**src/hdl/tcs_defs.svh**
```systemverilog
// Register offsets, field positions, reset values and timing counts
`ifndef TCS_DEFS_SVH
`define TCS_DEFS_SVH

// =============================================================
// Register byte offsets
`define TCS_OFS_CTRL    12'h000
`define TCS_OFS_STATUS  12'h004
`define TCS_OFS_IRQ_ST  12'h008
`define TCS_OFS_IRQ_MSK 12'h00c
`define TCS_OFS_SW_TGT  12'h010
`define TCS_OFS_CMD     12'h014
`define TCS_OFS_SCALE   12'h018

// =============================================================
// Control register fields
`define TCS_CTRL_RUN_HI   0
`define TCS_CTRL_CLR_HI   1
`define TCS_CTRL_RDY_LO   2
`define TCS_CTRL_RDY_OC   3
`define TCS_CTRL_BAND_LO  4
`define TCS_CTRL_BAND_OC  5
`define TCS_CTRL_SW_EN    6
`define TCS_CTRL_SW_TGT   7
`define TCS_CTRL_SW_RUN   8
`define TCS_CTRL_RESET    9'h000

// Command register: write one to request an error clear
`define TCS_CMD_CLR 0

// Status and interrupt bit positions
`define TCS_ST_RUN      0
`define TCS_ST_ERROR    1
`define TCS_ST_READY    2
`define TCS_ST_INBAND   3
`define TCS_ST_OPEN     4
`define TCS_ST_SHORT    5
`define TCS_IRQ_BITS    4
`define TCS_IRQ_FAULT   0
`define TCS_IRQ_CLEARED 1
`define TCS_IRQ_BAND_IN 2
`define TCS_IRQ_RUN_OFF 3

// =============================================================
// Temperature scaling: codes in 1/16 degree Celsius
`define TCS_BAND_CODE   16'h0010
`define TCS_FULL_CODE   16'h0320
`define TCS_SW_TGT_RST  16'h0190

// Time after power-on before the block reports readiness
`define TCS_BOOT_NS     1000
`define TCS_CLK_NS      20
`define TCS_BOOT_CYC    ((`TCS_BOOT_NS + `TCS_CLK_NS - 1) / `TCS_CLK_NS)

`endif

```
**src/hdl/tcs_pkg.sv**
```systemverilog
// Types shared by the enable and status logic
package tcs_pkg;
	// Operating states of the control core
	typedef enum logic [1:0] {
		TCS_BOOT,
		TCS_IDLE,
		TCS_RUN,
		TCS_FAULT
	} tcs_state_type;
endpackage : tcs_pkg

```
**src/hdl/tcs_pol_in.sv**
```systemverilog
// Polarity adapter for one digital control input
`timescale 1ns/1ps
module tcs_pol_in (
	// Clock and reset
	input wire logic clk,
	input wire logic rst,
	// Pin level and polarity
	input wire logic pin_level,
	input wire logic active_high,
	// Active and rising-edge results
	output logic active,
	output logic active_rise
);
	logic active_prev;

	// Register the qualified level so that the edge is clean
	always_ff @(posedge clk) begin
		if (rst) begin
			active <= 1'b0;
			active_prev <= 1'b0;
		end else begin
			active <= active_high ? pin_level : ~pin_level;
			active_prev <= active;
		end
	end

	assign active_rise = active & ~active_prev;
endmodule : tcs_pol_in

```
**src/hdl/tcs_pol_out.sv**
```systemverilog
// Polarity and drive-type stage for one indicator output
`timescale 1ns/1ps
module tcs_pol_out (
	// Clock and reset
	input wire logic clk,
	input wire logic rst,
	// Logical state and configuration
	input wire logic asserted,
	input wire logic active_low,
	input wire logic open_coll,
	// Pin signals
	output logic pin_out,
	output logic pin_oe_n
);
	logic level;

	assign level = active_low ? ~asserted : asserted;

	// Open collector only pulls low; otherwise the pin is released
	always_ff @(posedge clk) begin
		if (rst) begin
			pin_out <= 1'b0;
			pin_oe_n <= 1'b0;
		end else begin
			pin_out <= open_coll ? 1'b0 : level;
			pin_oe_n <= open_coll ? level : 1'b0;
		end
	end
endmodule : tcs_pol_out

```
**src/hdl/tcs_core.sv**
```systemverilog
// Enable, error and status logic of the temperature controller
`timescale 1ns/1ps
`include "tcs_defs.svh"
module tcs_core #(
	parameter int ADC_W = 12,
	parameter int TEMP_W = 16,
	parameter int BOOT_CYC = `TCS_BOOT_CYC
) (
	// Clock and reset
	input wire logic SYS_CLK,
	input wire logic RST,
	// AXI4-Lite write address and data
	input wire logic [11:0] S_AXI_AWADDR,
	input wire logic S_AXI_AWVALID,
	output logic S_AXI_AWREADY,
	input wire logic [31:0] S_AXI_WDATA,
	input wire logic [3:0] S_AXI_WSTRB,
	input wire logic S_AXI_WVALID,
	output logic S_AXI_WREADY,
	output logic [1:0] S_AXI_BRESP,
	output logic S_AXI_BVALID,
	input wire logic S_AXI_BREADY,
	// AXI4-Lite read
	input wire logic [11:0] S_AXI_ARADDR,
	input wire logic S_AXI_ARVALID,
	output logic S_AXI_ARREADY,
	output logic [31:0] S_AXI_RDATA,
	output logic [1:0] S_AXI_RRESP,
	output logic S_AXI_RVALID,
	input wire logic S_AXI_RREADY,
	// Digital control inputs
	input wire logic HARDWARE_RUN_INPUT,
	input wire logic ERROR_CLEAR_INPUT,
	// Sensor front end
	input wire logic SENSOR_OPEN,
	input wire logic SENSOR_SHORT,
	input wire logic [TEMP_W-1:0] SENSOR_TEMP,
	input wire logic [ADC_W-1:0] ANALOG_TARGET_INPUT,
	// Power stage and regulation
	output logic STAGE_ENABLE,
	output logic [TEMP_W-1:0] TARGET_TEMP,
	output logic [ADC_W-1:0] MONITOR_CODE,
	// Indicator pins
	output logic READY_OUT,
	output logic READY_OE_N,
	output logic INBAND_OUT,
	output logic INBAND_OE_N,
	// Interrupt
	output logic IRQ
);
	localparam int IRQ_N = `TCS_IRQ_BITS;
	localparam logic [TEMP_W-1:0] BAND = TEMP_W'(`TCS_BAND_CODE);
	localparam logic [TEMP_W-1:0] FULL = TEMP_W'(`TCS_FULL_CODE);
	localparam logic [ADC_W-1:0] ADC_MAX = {ADC_W{1'b1}};

	tcs_pkg::tcs_state_type state_reg;
	logic [8:0] ctrl_reg;
	logic [TEMP_W-1:0] sw_tgt_reg;
	logic [TEMP_W-1:0] full_reg;
	logic [IRQ_N-1:0] irq_st_reg;
	logic [IRQ_N-1:0] irq_msk_reg;
	logic [15:0] boot_cnt_reg;
	logic err_reg;
	logic open_seen_reg;
	logic short_seen_reg;
	logic inband_reg;
	logic sw_clr_reg;
	logic run_act;
	logic clr_act;
	logic fault_now;
	logic clear_req;
	logic enable_next;
	logic inband_next;
	logic [TEMP_W-1:0] tgt_next;
	logic [TEMP_W-1:0] diff;
	logic [TEMP_W+ADC_W-1:0] tgt_prod;
	logic [TEMP_W+ADC_W-1:0] mon_prod;
	logic aw_hold_reg;
	logic w_hold_reg;
	logic [11:0] aw_addr_reg;
	logic [31:0] w_data_reg;
	logic [3:0] w_strb_reg;
	logic wr_fire;
	logic [IRQ_N-1:0] irq_evt;
	logic [31:0] rd_data;

	// =============================================================
	// Input polarity stages
	// run input polarity
	tcs_pol_in u_run (
		.clk(SYS_CLK),
		.rst(RST),
		.pin_level(HARDWARE_RUN_INPUT),
		.active_high(ctrl_reg[`TCS_CTRL_RUN_HI]),
		.active(run_act),
		.active_rise()
	);
	tcs_pol_in u_clr (
		.clk(SYS_CLK),
		.rst(RST),
		.pin_level(ERROR_CLEAR_INPUT),
		.active_high(ctrl_reg[`TCS_CTRL_CLR_HI]),
		.active(clr_act),
		.active_rise()
	);

	// =============================================================
	// Fault latch
	assign fault_now = SENSOR_OPEN | SENSOR_SHORT;
	// pin or software request, never resets the core
	// software clear joins the pin clear
	assign clear_req = clr_act | sw_clr_reg;

	// sensor fault latches; a live fault wins over a clear
	always_ff @(posedge SYS_CLK) begin
		if (RST) begin
			err_reg <= 1'b0;
			open_seen_reg <= 1'b0;
			short_seen_reg <= 1'b0;
		end else if (fault_now) begin
			err_reg <= 1'b1;
			open_seen_reg <= open_seen_reg | SENSOR_OPEN;
			short_seen_reg <= short_seen_reg | SENSOR_SHORT;
		end else if (clear_req) begin
			err_reg <= 1'b0;
			open_seen_reg <= 1'b0;
			short_seen_reg <= 1'b0;
		end
	end

	// =============================================================
	// Operating state and enable
	// AND of run input, software run bit when software enable is set, and no error
	// software enable never bypasses the run input
	assign enable_next = run_act & ~err_reg & ~fault_now
		& (~ctrl_reg[`TCS_CTRL_SW_EN] | ctrl_reg[`TCS_CTRL_SW_RUN]);

	// Boot counter delays readiness after power-on
	always_ff @(posedge SYS_CLK) begin
		if (RST) begin
			state_reg <= tcs_pkg::TCS_BOOT;
			boot_cnt_reg <= 16'h0000;
		end else begin
			unique case (state_reg)
				tcs_pkg::TCS_BOOT: begin
					boot_cnt_reg <= boot_cnt_reg + 16'h0001;
					if (boot_cnt_reg == 16'(BOOT_CYC - 1))
						state_reg <= tcs_pkg::TCS_IDLE;
				end
				tcs_pkg::TCS_IDLE, tcs_pkg::TCS_RUN, tcs_pkg::TCS_FAULT: begin
					if (err_reg | fault_now)
						state_reg <= tcs_pkg::TCS_FAULT;
					else if (enable_next)
						state_reg <= tcs_pkg::TCS_RUN;
					else
						state_reg <= tcs_pkg::TCS_IDLE;
				end
			endcase
		end
	end

	// Power stage follows the run state, a fault drops it at once
	always_ff @(posedge SYS_CLK) begin
		if (RST)
			STAGE_ENABLE <= 1'b0;
		else
			STAGE_ENABLE <= (state_reg != tcs_pkg::TCS_BOOT) & enable_next;
	end

	// =============================================================
	// Target selection and scaling
	// linear code to 0..50 C, full scale held in a register
	assign tgt_prod = ANALOG_TARGET_INPUT * full_reg;
	// choose the software value or the analog input
	assign tgt_next = ctrl_reg[`TCS_CTRL_SW_TGT] ? sw_tgt_reg
		: TEMP_W'(tgt_prod / (TEMP_W+ADC_W)'(ADC_MAX));
	// monitor code proportional to measured temperature
	assign mon_prod = SENSOR_TEMP * ADC_MAX;

	always_ff @(posedge SYS_CLK) begin
		if (RST) begin
			TARGET_TEMP <= '0;
			MONITOR_CODE <= '0;
		end else begin
			TARGET_TEMP <= tgt_next;
			if (SENSOR_TEMP >= full_reg)
				MONITOR_CODE <= ADC_MAX;
			else
				MONITOR_CODE <= ADC_W'(mon_prod / (TEMP_W+ADC_W)'(full_reg));
		end
	end

	// =============================================================
	// Band detector
	assign diff = (SENSOR_TEMP > TARGET_TEMP) ? SENSOR_TEMP - TARGET_TEMP
		: TARGET_TEMP - SENSOR_TEMP;
	assign inband_next = STAGE_ENABLE & (diff <= BAND);

	always_ff @(posedge SYS_CLK) begin
		if (RST)
			inband_reg <= 1'b0;
		else
			inband_reg <= inband_next;
	end

	// =============================================================
	// Indicator stages
	// ready after boot, dropped on any error
	tcs_pol_out u_ready (
		.clk(SYS_CLK),
		.rst(RST),
		.asserted((state_reg != tcs_pkg::TCS_BOOT) & ~err_reg & ~fault_now),
		.active_low(ctrl_reg[`TCS_CTRL_RDY_LO]),
		.open_coll(ctrl_reg[`TCS_CTRL_RDY_OC]),
		.pin_out(READY_OUT),
		.pin_oe_n(READY_OE_N)
	);
	tcs_pol_out u_band (
		.clk(SYS_CLK),
		.rst(RST),
		.asserted(inband_reg),
		.active_low(ctrl_reg[`TCS_CTRL_BAND_LO]),
		.open_coll(ctrl_reg[`TCS_CTRL_BAND_OC]),
		.pin_out(INBAND_OUT),
		.pin_oe_n(INBAND_OE_N)
	);

	// =============================================================
	// AXI4-Lite write path: address and data taken in either order
	// one register protocol whatever the host link
	assign wr_fire = aw_hold_reg & w_hold_reg & ~S_AXI_BVALID;

	always_ff @(posedge SYS_CLK) begin
		if (RST) begin
			aw_hold_reg <= 1'b0;
			w_hold_reg <= 1'b0;
			aw_addr_reg <= 12'h000;
			w_data_reg <= 32'h00000000;
			w_strb_reg <= 4'h0;
			S_AXI_AWREADY <= 1'b0;
			S_AXI_WREADY <= 1'b0;
			S_AXI_BVALID <= 1'b0;
			// Always OKAY: unmapped writes are silently ignored
			S_AXI_BRESP <= 2'b00;
		end else begin
			S_AXI_AWREADY <= ~aw_hold_reg & ~S_AXI_AWREADY;
			S_AXI_WREADY <= ~w_hold_reg & ~S_AXI_WREADY;
			if (S_AXI_AWVALID & S_AXI_AWREADY) begin
				aw_hold_reg <= 1'b1;
				aw_addr_reg <= S_AXI_AWADDR;
				S_AXI_AWREADY <= 1'b0;
			end
			if (S_AXI_WVALID & S_AXI_WREADY) begin
				w_hold_reg <= 1'b1;
				w_data_reg <= S_AXI_WDATA;
				w_strb_reg <= S_AXI_WSTRB;
				S_AXI_WREADY <= 1'b0;
			end
			if (wr_fire) begin
				S_AXI_BVALID <= 1'b1;
			end else if (S_AXI_BVALID & S_AXI_BREADY) begin
				S_AXI_BVALID <= 1'b0;
				aw_hold_reg <= 1'b0;
				w_hold_reg <= 1'b0;
			end
		end
	end

	// Register writes; byte lane 0 carries control bits 7:0, lane 1 bit 8, lanes 0-1 target
	always_ff @(posedge SYS_CLK) begin
		if (RST) begin
			ctrl_reg <= `TCS_CTRL_RESET;
			sw_tgt_reg <= TEMP_W'(`TCS_SW_TGT_RST);
			full_reg <= FULL;
			irq_msk_reg <= '0;
			sw_clr_reg <= 1'b0;
		end else begin
			sw_clr_reg <= 1'b0;
			if (wr_fire) begin
				unique case (aw_addr_reg & 12'hffc)
					`TCS_OFS_CTRL: begin
						if (w_strb_reg[0])
							ctrl_reg[7:0] <= w_data_reg[7:0];
						if (w_strb_reg[1])
							ctrl_reg[8] <= w_data_reg[8];
					end
					`TCS_OFS_IRQ_MSK:
						if (w_strb_reg[0])
							irq_msk_reg <= w_data_reg[IRQ_N-1:0];
					`TCS_OFS_SW_TGT:
						if (&w_strb_reg[1:0])
							sw_tgt_reg <= w_data_reg[TEMP_W-1:0];
					`TCS_OFS_SCALE:
						if (&w_strb_reg[1:0])
							full_reg <= w_data_reg[TEMP_W-1:0];
					`TCS_OFS_CMD:
						sw_clr_reg <= w_strb_reg[0] & w_data_reg[`TCS_CMD_CLR];
					default: begin
					end
				endcase
			end
		end
	end

	// =============================================================
	// Interrupt status: set wins over a write-one clear
	assign irq_evt = {run_act & ~enable_next & STAGE_ENABLE,
		inband_next & ~inband_reg, err_reg & clear_req & ~fault_now,
		fault_now & ~err_reg};

	always_ff @(posedge SYS_CLK) begin
		if (RST) begin
			irq_st_reg <= '0;
			IRQ <= 1'b0;
		end else begin
			if (wr_fire && (aw_addr_reg & 12'hffc) == `TCS_OFS_IRQ_ST
				&& w_strb_reg[0])
				irq_st_reg <= (irq_st_reg & ~w_data_reg[IRQ_N-1:0]) | irq_evt;
			else
				irq_st_reg <= irq_st_reg | irq_evt;
			IRQ <= |(irq_st_reg & irq_msk_reg);
		end
	end

	// =============================================================
	// Read path: one cycle to ARREADY, data the cycle after
	always_comb begin
		rd_data = 32'h00000000;
		unique case (S_AXI_ARADDR & 12'hffc)
			`TCS_OFS_CTRL: rd_data[8:0] = ctrl_reg;
			`TCS_OFS_STATUS: rd_data[5:0] = {short_seen_reg, open_seen_reg,
				inband_reg, (state_reg != tcs_pkg::TCS_BOOT) & ~err_reg,
				err_reg, STAGE_ENABLE};
			`TCS_OFS_IRQ_ST: rd_data[IRQ_N-1:0] = irq_st_reg;
			`TCS_OFS_IRQ_MSK: rd_data[IRQ_N-1:0] = irq_msk_reg;
			`TCS_OFS_SW_TGT: rd_data[TEMP_W-1:0] = sw_tgt_reg;
			`TCS_OFS_SCALE: rd_data[TEMP_W-1:0] = full_reg;
			default: rd_data = 32'h00000000;
		endcase
	end

	always_ff @(posedge SYS_CLK) begin
		if (RST) begin
			S_AXI_ARREADY <= 1'b0;
			S_AXI_RVALID <= 1'b0;
			S_AXI_RDATA <= 32'h00000000;
			// Always OKAY: unmapped reads return zero
			S_AXI_RRESP <= 2'b00;
		end else begin
			S_AXI_ARREADY <= ~S_AXI_RVALID & ~S_AXI_ARREADY;
			if (S_AXI_ARVALID & S_AXI_ARREADY) begin
				S_AXI_ARREADY <= 1'b0;
				S_AXI_RVALID <= 1'b1;
				S_AXI_RDATA <= rd_data;
			end else if (S_AXI_RVALID & S_AXI_RREADY) begin
				S_AXI_RVALID <= 1'b0;
			end
		end
	end

	// =============================================================
	// Checks
	fault_stops_stage_a: assert property (@(posedge SYS_CLK) disable iff (RST)
		fault_now |=> !STAGE_ENABLE) else $error("stage on during fault");
	fault_latches_a: assert property (@(posedge SYS_CLK) disable iff (RST)
		fault_now |=> err_reg) else $error("fault not latched");
	clear_drops_err_a: assert property (@(posedge SYS_CLK) disable iff (RST)
		err_reg && clear_req && !fault_now |=> !err_reg)
		else $error("error not cleared");
	run_enables_a: assert property (@(posedge SYS_CLK) disable iff (RST)
		state_reg == tcs_pkg::TCS_IDLE && enable_next |=> STAGE_ENABLE)
		else $error("run input ignored");
	run_needed_a: assert property (@(posedge SYS_CLK) disable iff (RST)
		!run_act |=> !STAGE_ENABLE) else $error("stage on without run");
	sw_enable_gate_a: assert property (@(posedge SYS_CLK) disable iff (RST)
		ctrl_reg[`TCS_CTRL_SW_EN] && !ctrl_reg[`TCS_CTRL_SW_RUN]
		|=> !STAGE_ENABLE) else $error("software enable bypassed");
	band_needs_en_a: assert property (@(posedge SYS_CLK) disable iff (RST)
		inband_reg |-> $past(STAGE_ENABLE)) else $error("band while off");
	ready_drops_a: assert property (@(posedge SYS_CLK) disable iff (RST)
		err_reg && !ctrl_reg[`TCS_CTRL_RDY_LO] && !ctrl_reg[`TCS_CTRL_RDY_OC]
		&& $stable(ctrl_reg) |=> !READY_OUT) else $error("ready with error");
	sw_target_a: assert property (@(posedge SYS_CLK) disable iff (RST)
		ctrl_reg[`TCS_CTRL_SW_TGT] |=> TARGET_TEMP == $past(sw_tgt_reg))
		else $error("software target not used");
endmodule : tcs_core

```
**config.mk**
```make
export PLATFORM = sky130hd
export DESIGN_NAME = tcs_core
export DESIGN_NICKNAME = d
export VERILOG_FILES = /design/src/hdl/tcs_pkg.sv /design/src/hdl/tcs_pol_in.sv /design/src/hdl/tcs_pol_out.sv /design/src/hdl/tcs_core.sv
export VERILOG_INCLUDE_DIRS = /design/src /design/src/hdl
export SDC_FILE = /design/constraint.sdc
export NUM_CORES = 2
export LEC_CHECK = 0
export BUFFER_PORTS_ARGS = -buffer_cell sky130_fd_sc_hd__buf_4
export CORE_ASPECT_RATIO = 1.2
export CORE_MARGIN = 1.5
export CORE_UTILIZATION = 35
export CTS_CLUSTER_SIZE = 40
export DETAILED_ROUTE_END_ITERATION = 12
export PLACE_DENSITY = 0.51
export SYNTH_ARGS = -nofsm -noshare
export SYNTH_HDL_FRONTEND = slang
export SYNTH_SLANG_ARGS = --single-unit
```
**constraint.sdc**
```tcl
create_clock -name SYS_CLK -period 106.7 [get_ports SYS_CLK]
set_input_delay 21.34 -clock SYS_CLK [delete_from_list [all_inputs] [get_ports SYS_CLK]]
set_output_delay 21.34 -clock SYS_CLK [all_outputs]
set_load 0.01 [all_outputs]
```
## Word-level counts from Yosys, hierarchy flattened

Cells that the tools add are included.

| cells by class | value |
|---|---|
| magnitude comparators | 3 |
| multiplexer cells | 30 |
| equality and inequality tests | 15 |
| reductions and logical operators | 24 |
| bitwise gates (word level) | 54 |
| $mul | 2 |
| div/mod/pow operators | 2 |
| add/sub/neg operators | 3 |

Operators with widths:

| operator | count |
|---|---|
| $eq A10 B3 Y1 const B | 5 |
| $eq A10 B2 Y1 const B | 4 |
| $mux W16 | 2 |
| $sub A16 B16 Y16 | 2 |
| $div A28 B12 Y28 const B | 1 |
| $div A28 B16 Y28 | 1 |
| $mul A12 B16 Y28 | 1 |
| $mul A16 B12 Y28 const B | 1 |
| $and A1 B1 Y1 | 24 |
| $logic_not A12 Y1 | 2 |
| $pmux W4 S6 | 1 |
| $not A1 Y1 | 19 |
| $mux W1 | 18 |
| $add A16 B1 Y16 const B | 1 |
| $eq A16 B6 Y1 const B | 1 |
| $ge A16 B16 Y1 | 1 |
| $gt A16 B16 Y1 | 1 |
| $le A16 B5 Y1 const B | 1 |
| $pmux W7 S2 | 1 |
| $reduce_or A2 Y1 | 7 |
| $mux W12 | 1 |
| $eq A10 B1 Y1 const B | 1 |
| $pmux W3 S3 | 1 |
| $reduce_and A3 Y1 | 3 |
| other kinds (17) | 33 |

| storage, ports and cells | value |
|---|---|
| input bits | 99 |
| register bits | 161 |

## Logic depth before layout (Yosys ltp)

| depth | value |
|---|---|
| depth in word-level cells | 9 |
| depth in mapped cells | 538 |
| gate-level depth less buffers | 507 |

## Cells and area by module

A second synthesis with hierarchy kept.

| unflattened totals | value |
|---|---|
| cells, all modules | 5240 |
| area total of the unflattened synthesis | 39276.4 µm² |

Modules (own cells, without submodules):

| module | cells each | area each (µm²) | times used |
|---|---|---|---|
| tcs_core | 5218 | 39013.7 | 1 |
| tcs_pol_out | 5 | 66.3 | 2 |
| tcs_pol_in | 6 | 65.1 | 2 |

## Worst setup path before layout

No wires, ideal clock.

| path | value |
|---|---|
| kind | input to register |
| start | in SENSOR_TEMP[2] |
| end | reg MONITOR_CODE[0] |
| setup slack | -9.256 ns |
| stages on the path | 525 |
| arrival time | 115.823 ns |
| path buffers | 36 |
| library setup time | 0.133 ns |
| path through | inv_1 fa_1 inv_1 ha_1 ha_1 inv_1 fa_1 fa_1 inv_1 ha_1 inv_1 o21bai_1 a21oi_1 o21bai_1 a21oi_1 o21bai_1 a21oi_1 o21bai_1 [... 489 more ...] nand2b_1 a21oi_1 nor2b_1 o21ai_0 nand2b_1 a21oi_1 nor2b_1 o21ai_0 nand2b_1 a21oi_1 nor2b_1 o21ai_0 nand2b_1 a21oi_1 nand4b_1 a2111oi_0 and3_1 a31oi_1 |

| on the way | value |
|---|---|
| longest elaborated chain between the ends | 3 |
| elaborated cells on any way between the ends | 4 |
| those cells by class | mul: 1; div: 1; order compare: 1; mux: 1 |

RTL lines:

| item | line | RTL |
|---|---|---|
| start: declaration | tcs_core.sv:37 | `input wire logic [TEMP_W-1:0] SENSOR_TEMP,` |
| $mul A16 B12 Y28 | tcs_core.sv:178 | `assign mon_prod = SENSOR_TEMP * ADC_MAX;` |
| $div A28 B16 Y28 | tcs_core.sv:189 | `MONITOR_CODE <= ADC_W'(mon_prod / (TEMP_W+ADC_W)'(full_reg));` |
| $mux W12 (*) | tcs_core.sv:186 | `if (SENSOR_TEMP >= full_reg)` |
| end signal: assignment | tcs_core.sv:189 |  |
| end: declaration | tcs_core.sv:42 | `output logic [ADC_W-1:0] MONITOR_CODE,` |

Every way passes the cells marked *; elsewhere a longest branch is shown, timed or not.
A chain may end at the register's enable or synchronous reset.

## Final worst setup path

| path | value |
|---|---|
| start | in SENSOR_TEMP[3] |
| end | reg MONITOR_CODE[0] |

Same word-level chain as after synthesis.

==> flow_summary_export.csv <==
group,metric,value,unit
cts,post_cts_hold_buffer_count,0,
final_layout,multiInputGateArea,34900,um^2
synthesis,synth.top_cells.by_area,"sky130_fd_sc_hd__ha_1 (16%), sky130_fd_sc_hd__fa_1 (12%), sky130_fd_sc_hd__dfxtp_1 (8.1%)",
worst_setup_path,timing.critical_path.arrival,106.13,ns
floorplan,total_die_area,115000,um^2
place,post-place-ws,-1.02,ns
route,wire_per_inst,18.7,um
final_layout,mostFrequentLayoutCells,"sky130_fd_sc_hd__buf_4 (691), sky130_fd_sc_hd__nand2_1 (645), sky130_fd_sc_hd__ha_1 (493)",
timing,slew_viol_final,0,
timing,skew,0.0258,ns
final_layout,seqCellArea,3180,um^2
floorplan,die_w,310,um
synthesis,synth_seq_cells,159,
worst_setup_path,critical_path_peak_fanout,13,
final_layout,final-instance-count-excl-fill,7295,
worst_setup_path,worstSetupPathType,"input pin to flop",
timing,min_setup_slack_post_route,0.909,ns
synthesis,synth.avg_cell_area,7.54,um^2
route,drtPass1Iterations,5,
cts,cts-htree-levels,4,
timing,setup_repair_after_global_routing_missed_its_margin,"true",
synthesis,ys_flop_type,"sky130_fd_sc_hd__dfxtp_1",
global_route,largest_net_degree_at_the_start_of_global_routing,83,
timing,period_minus_slack,105.79,ns
cts,cts-buffers-inserted,17,
timing,min_period_over_period,99.1,%
floorplan,rows,134,
worst_setup_path,rr_endpoint,"MONITOR_CODE[0]",
global_route,grt_antenna_before_repair,5,
final_layout,flow.area_growth_from_synthesis,19.8,%
worst_setup_path,critical_path.startpoint,"SENSOR_TEMP[3]",
synthesis,seq_area_frac_synth,8.06,%
place,hpwlAfterDp,111000,um
floorplan,top_level_ports,174,
synthesis,post_synth_inst_count,5236,
route,wirelength,136000,um
final_layout,finish.net_count,6621,
cts,clk_root_buffer_cell,"sky130_fd_sc_hd__clkbuf_16",
worst_setup_path,cp-end-kind,"flop",
synthesis,count_of_flip_flops_with_a_built_in_enable_after_synthesis,0,
synthesis,share_of_flip_flops_with_an_asynchronous_set_or_reset_after_synthesis,0,%
worst_hold_path,hold_path.class,"flop to flop",
synthesis,synth_top_area_share,16.0,%
global_route,overflow,0,
worst_setup_path,worst_reg2reg_startpoint,"full_reg[12]",
worst_setup_path,timing.reg2reg.setup_slack,23.67,ns
worst_setup_path,crit_path_max_incr_delay,0.58,ns
global_route,grt_pass1_vias,39600,
global_route,gr-usage-all-layers,23.6,%
route,ant_nets,0,
cts,cts_max_path_buffers,2,
cts,tritoncts,"done",
synthesis,syn-cell-area,39500,um^2
worst_setup_path,critical_path.n_buffers_inverters,31,
worst_hold_path,hold_depth,2,
worst_setup_path,dominant_delay_contributor_by_cell_family_on_the_critical_path,"compound AO/OA/AOI/OAI gates",
worst_setup_path,reg2reg_depth,483,
route,vias,40300,
final_layout,most_common_library_cell_in_the_layout_ignoring_fill_and_taps,"sky130_fd_sc_hd__buf_4",
place,routabilityCongestion,0.907,
synthesis,synth_largest_area_cell,"sky130_fd_sc_hd__ha_1",
worst_setup_path,timing.critical_path.mode_cell,"sky130_fd_sc_hd__o21a_1",
place,port_buffers,131,
synthesis,yosysUniqueCellTypes,126,
timing,setup-violations-final,0,
timing,achievable-frequency,9.45,MHz
final_layout,drive_above_1_share,19.4,%
timing,slew-limit-headroom,16.5,%
floorplan,initial_util,35.4,%
floorplan,placeableCoreArea,111000,um^2
job,drv.max_cap_violation_count,0,
place,cell_count_after_placement,7197,
timing,report.final.hold_viol_count,0,
run_status,outcome,"completed",
floorplan,die_h,371,um
cts,cts_num_sinks,159,
final_layout,postLayoutCoreUtil,42.4,%
cts,clock_insertion_delay_worst_skew,0.51,ns
route,drcViolationCount,0,
worst_setup_path,worst_setup_path_start_kind,"input pin",
final_layout,fillerInstances,11700,
route,first_iter_violations,2220,
worst_setup_path,critPathSlowestCell,"sky130_fd_sc_hd__or4_4",
synthesis,ys_warn_count,0,
worst_hold_path,worst_hold_path.endpoint,"aw_addr_reg[10]",
timing,finalSetupTns,0,ns
timing,worst_slew_pin_slew,1.24,ns
route,vias_per_cell,5.53,
worst_setup_path,worstPathRequired,107.04,ns
worst_hold_path,hold_path_startpoint,"aw_addr_reg[10]",
global_route,grt_pass1_wl,216000,um
cts,clk_transition_reported_paths,0.07,ns
## worst reg2reg max path, delay by kind of cell, from the launching register on
family,cells,cell delay (ns)
AOI/OAI and AO/OA,309,54.13
adders and majority gates,27,7.51
buffers and inverters,28,3.41
DFF,1,0.57
muxes,5,1.29
and+or+nand+nor,114,16.03
## layout make-up
| type | count | area share [%] |
|---|---|---|
| Antenna cell | 4 | 0.0212 |
| Clock inverter | 13 | 0.265 |
| Sequential cell | 159 | 6.73 |
| Clock buffer | 18 | 0.907 |
| Inverter | 376 | 3.00 |
| Timing Repair Buffer | 702 | 11.2 |
| Tap cell | 1496 | 3.96 |
| Multi-Input combinational cell | 4527 | 73.9 |
## repair_timing
item | 4_1_cts | 5_1_grt
endpoints found under the setup margin | 1 | 2
pin swaps | 15 | 132
gates resized for setup | 23 | 87
buffers inserted | 9 | 54
## metal layers
metal / part of all wire, % / vias up / global-route usage, %
li1: - / 20000 / -
met1: 44 / 19400 / 29.3
met2: 50 / 727 / 43.1
met3: 2.5 / 189 / 1.29
met4: 3.2 / 0 / 7.51
met5: 0 / - / 0
## cell families (layout without fill, tap and decap cells)
logic type      count (synthesis)  after routing  share of synthesized area [%]
fa+ha+maj                     741            741                           27.9
other cells                     1             24                        0.00950
simple gates                 1978           1978                           24.4
xor+xnor                      200            200                           4.51
flops                         159            159                           8.06
mux                           146            146                           4.04
compound gates               1442           1442                           25.2
buf+inv                       569           1109                           5.77
## cell usage after synthesis (all sizes together) (13+ instances only)
master,n
nand3b,13
o211a,14
mux2,97
nand2b,51
buf,57
inv,374
mux2i,48
o21ai,206
or4,18
nand2,657
and2,93
a31oi,47
or2,35
nand3,88
a22oi,18
clkbuf,136
o2111ai,15
xor2,75
or3,48
o31ai,134
o21bai,27
a21boi,14
dfxtp,159
nor2b,60
and3,38
ha,505
fa,234
nor3,329
a21oi,333
a211o,26
xnor2,124
a211oi,55
nand4,58
a21o,88
o21a,259
nor2,375
nor4,40
and4,23
nor3b,16
o211ai,55
## through the flow
| stage | cell area [um^2] | hold slack (ns) |
|---|---|---|
| 5_1_grt | 47300 | 0.471 |
| 4_1_cts | 46600 | 0.452 |
| 2_1_floorplan | 40400 | 0.426 |
| 6_report | 47300 | 0.452 |
| 3_3_place_gp | 45900 | 0.439 |
| 3_5_place_dp | 45900 | 0.445 |
## worst max path at each step
stage,slack [ns],to,cells past startpoint
finish,0.91,MONITOR_CODE[0],505
global route,-4.57,MONITOR_CODE[0],510
CTS,0.01,MONITOR_CODE[0],507
detailed placement,-1.02,MONITOR_CODE[0],500
global placement,-0.54,MONITOR_CODE[0],499
floorplan,0.004,MONITOR_CODE[0],530
Power is not shown: default switching activity piles up to over one toggle a cycle in this logic, so the estimate is an artifact.
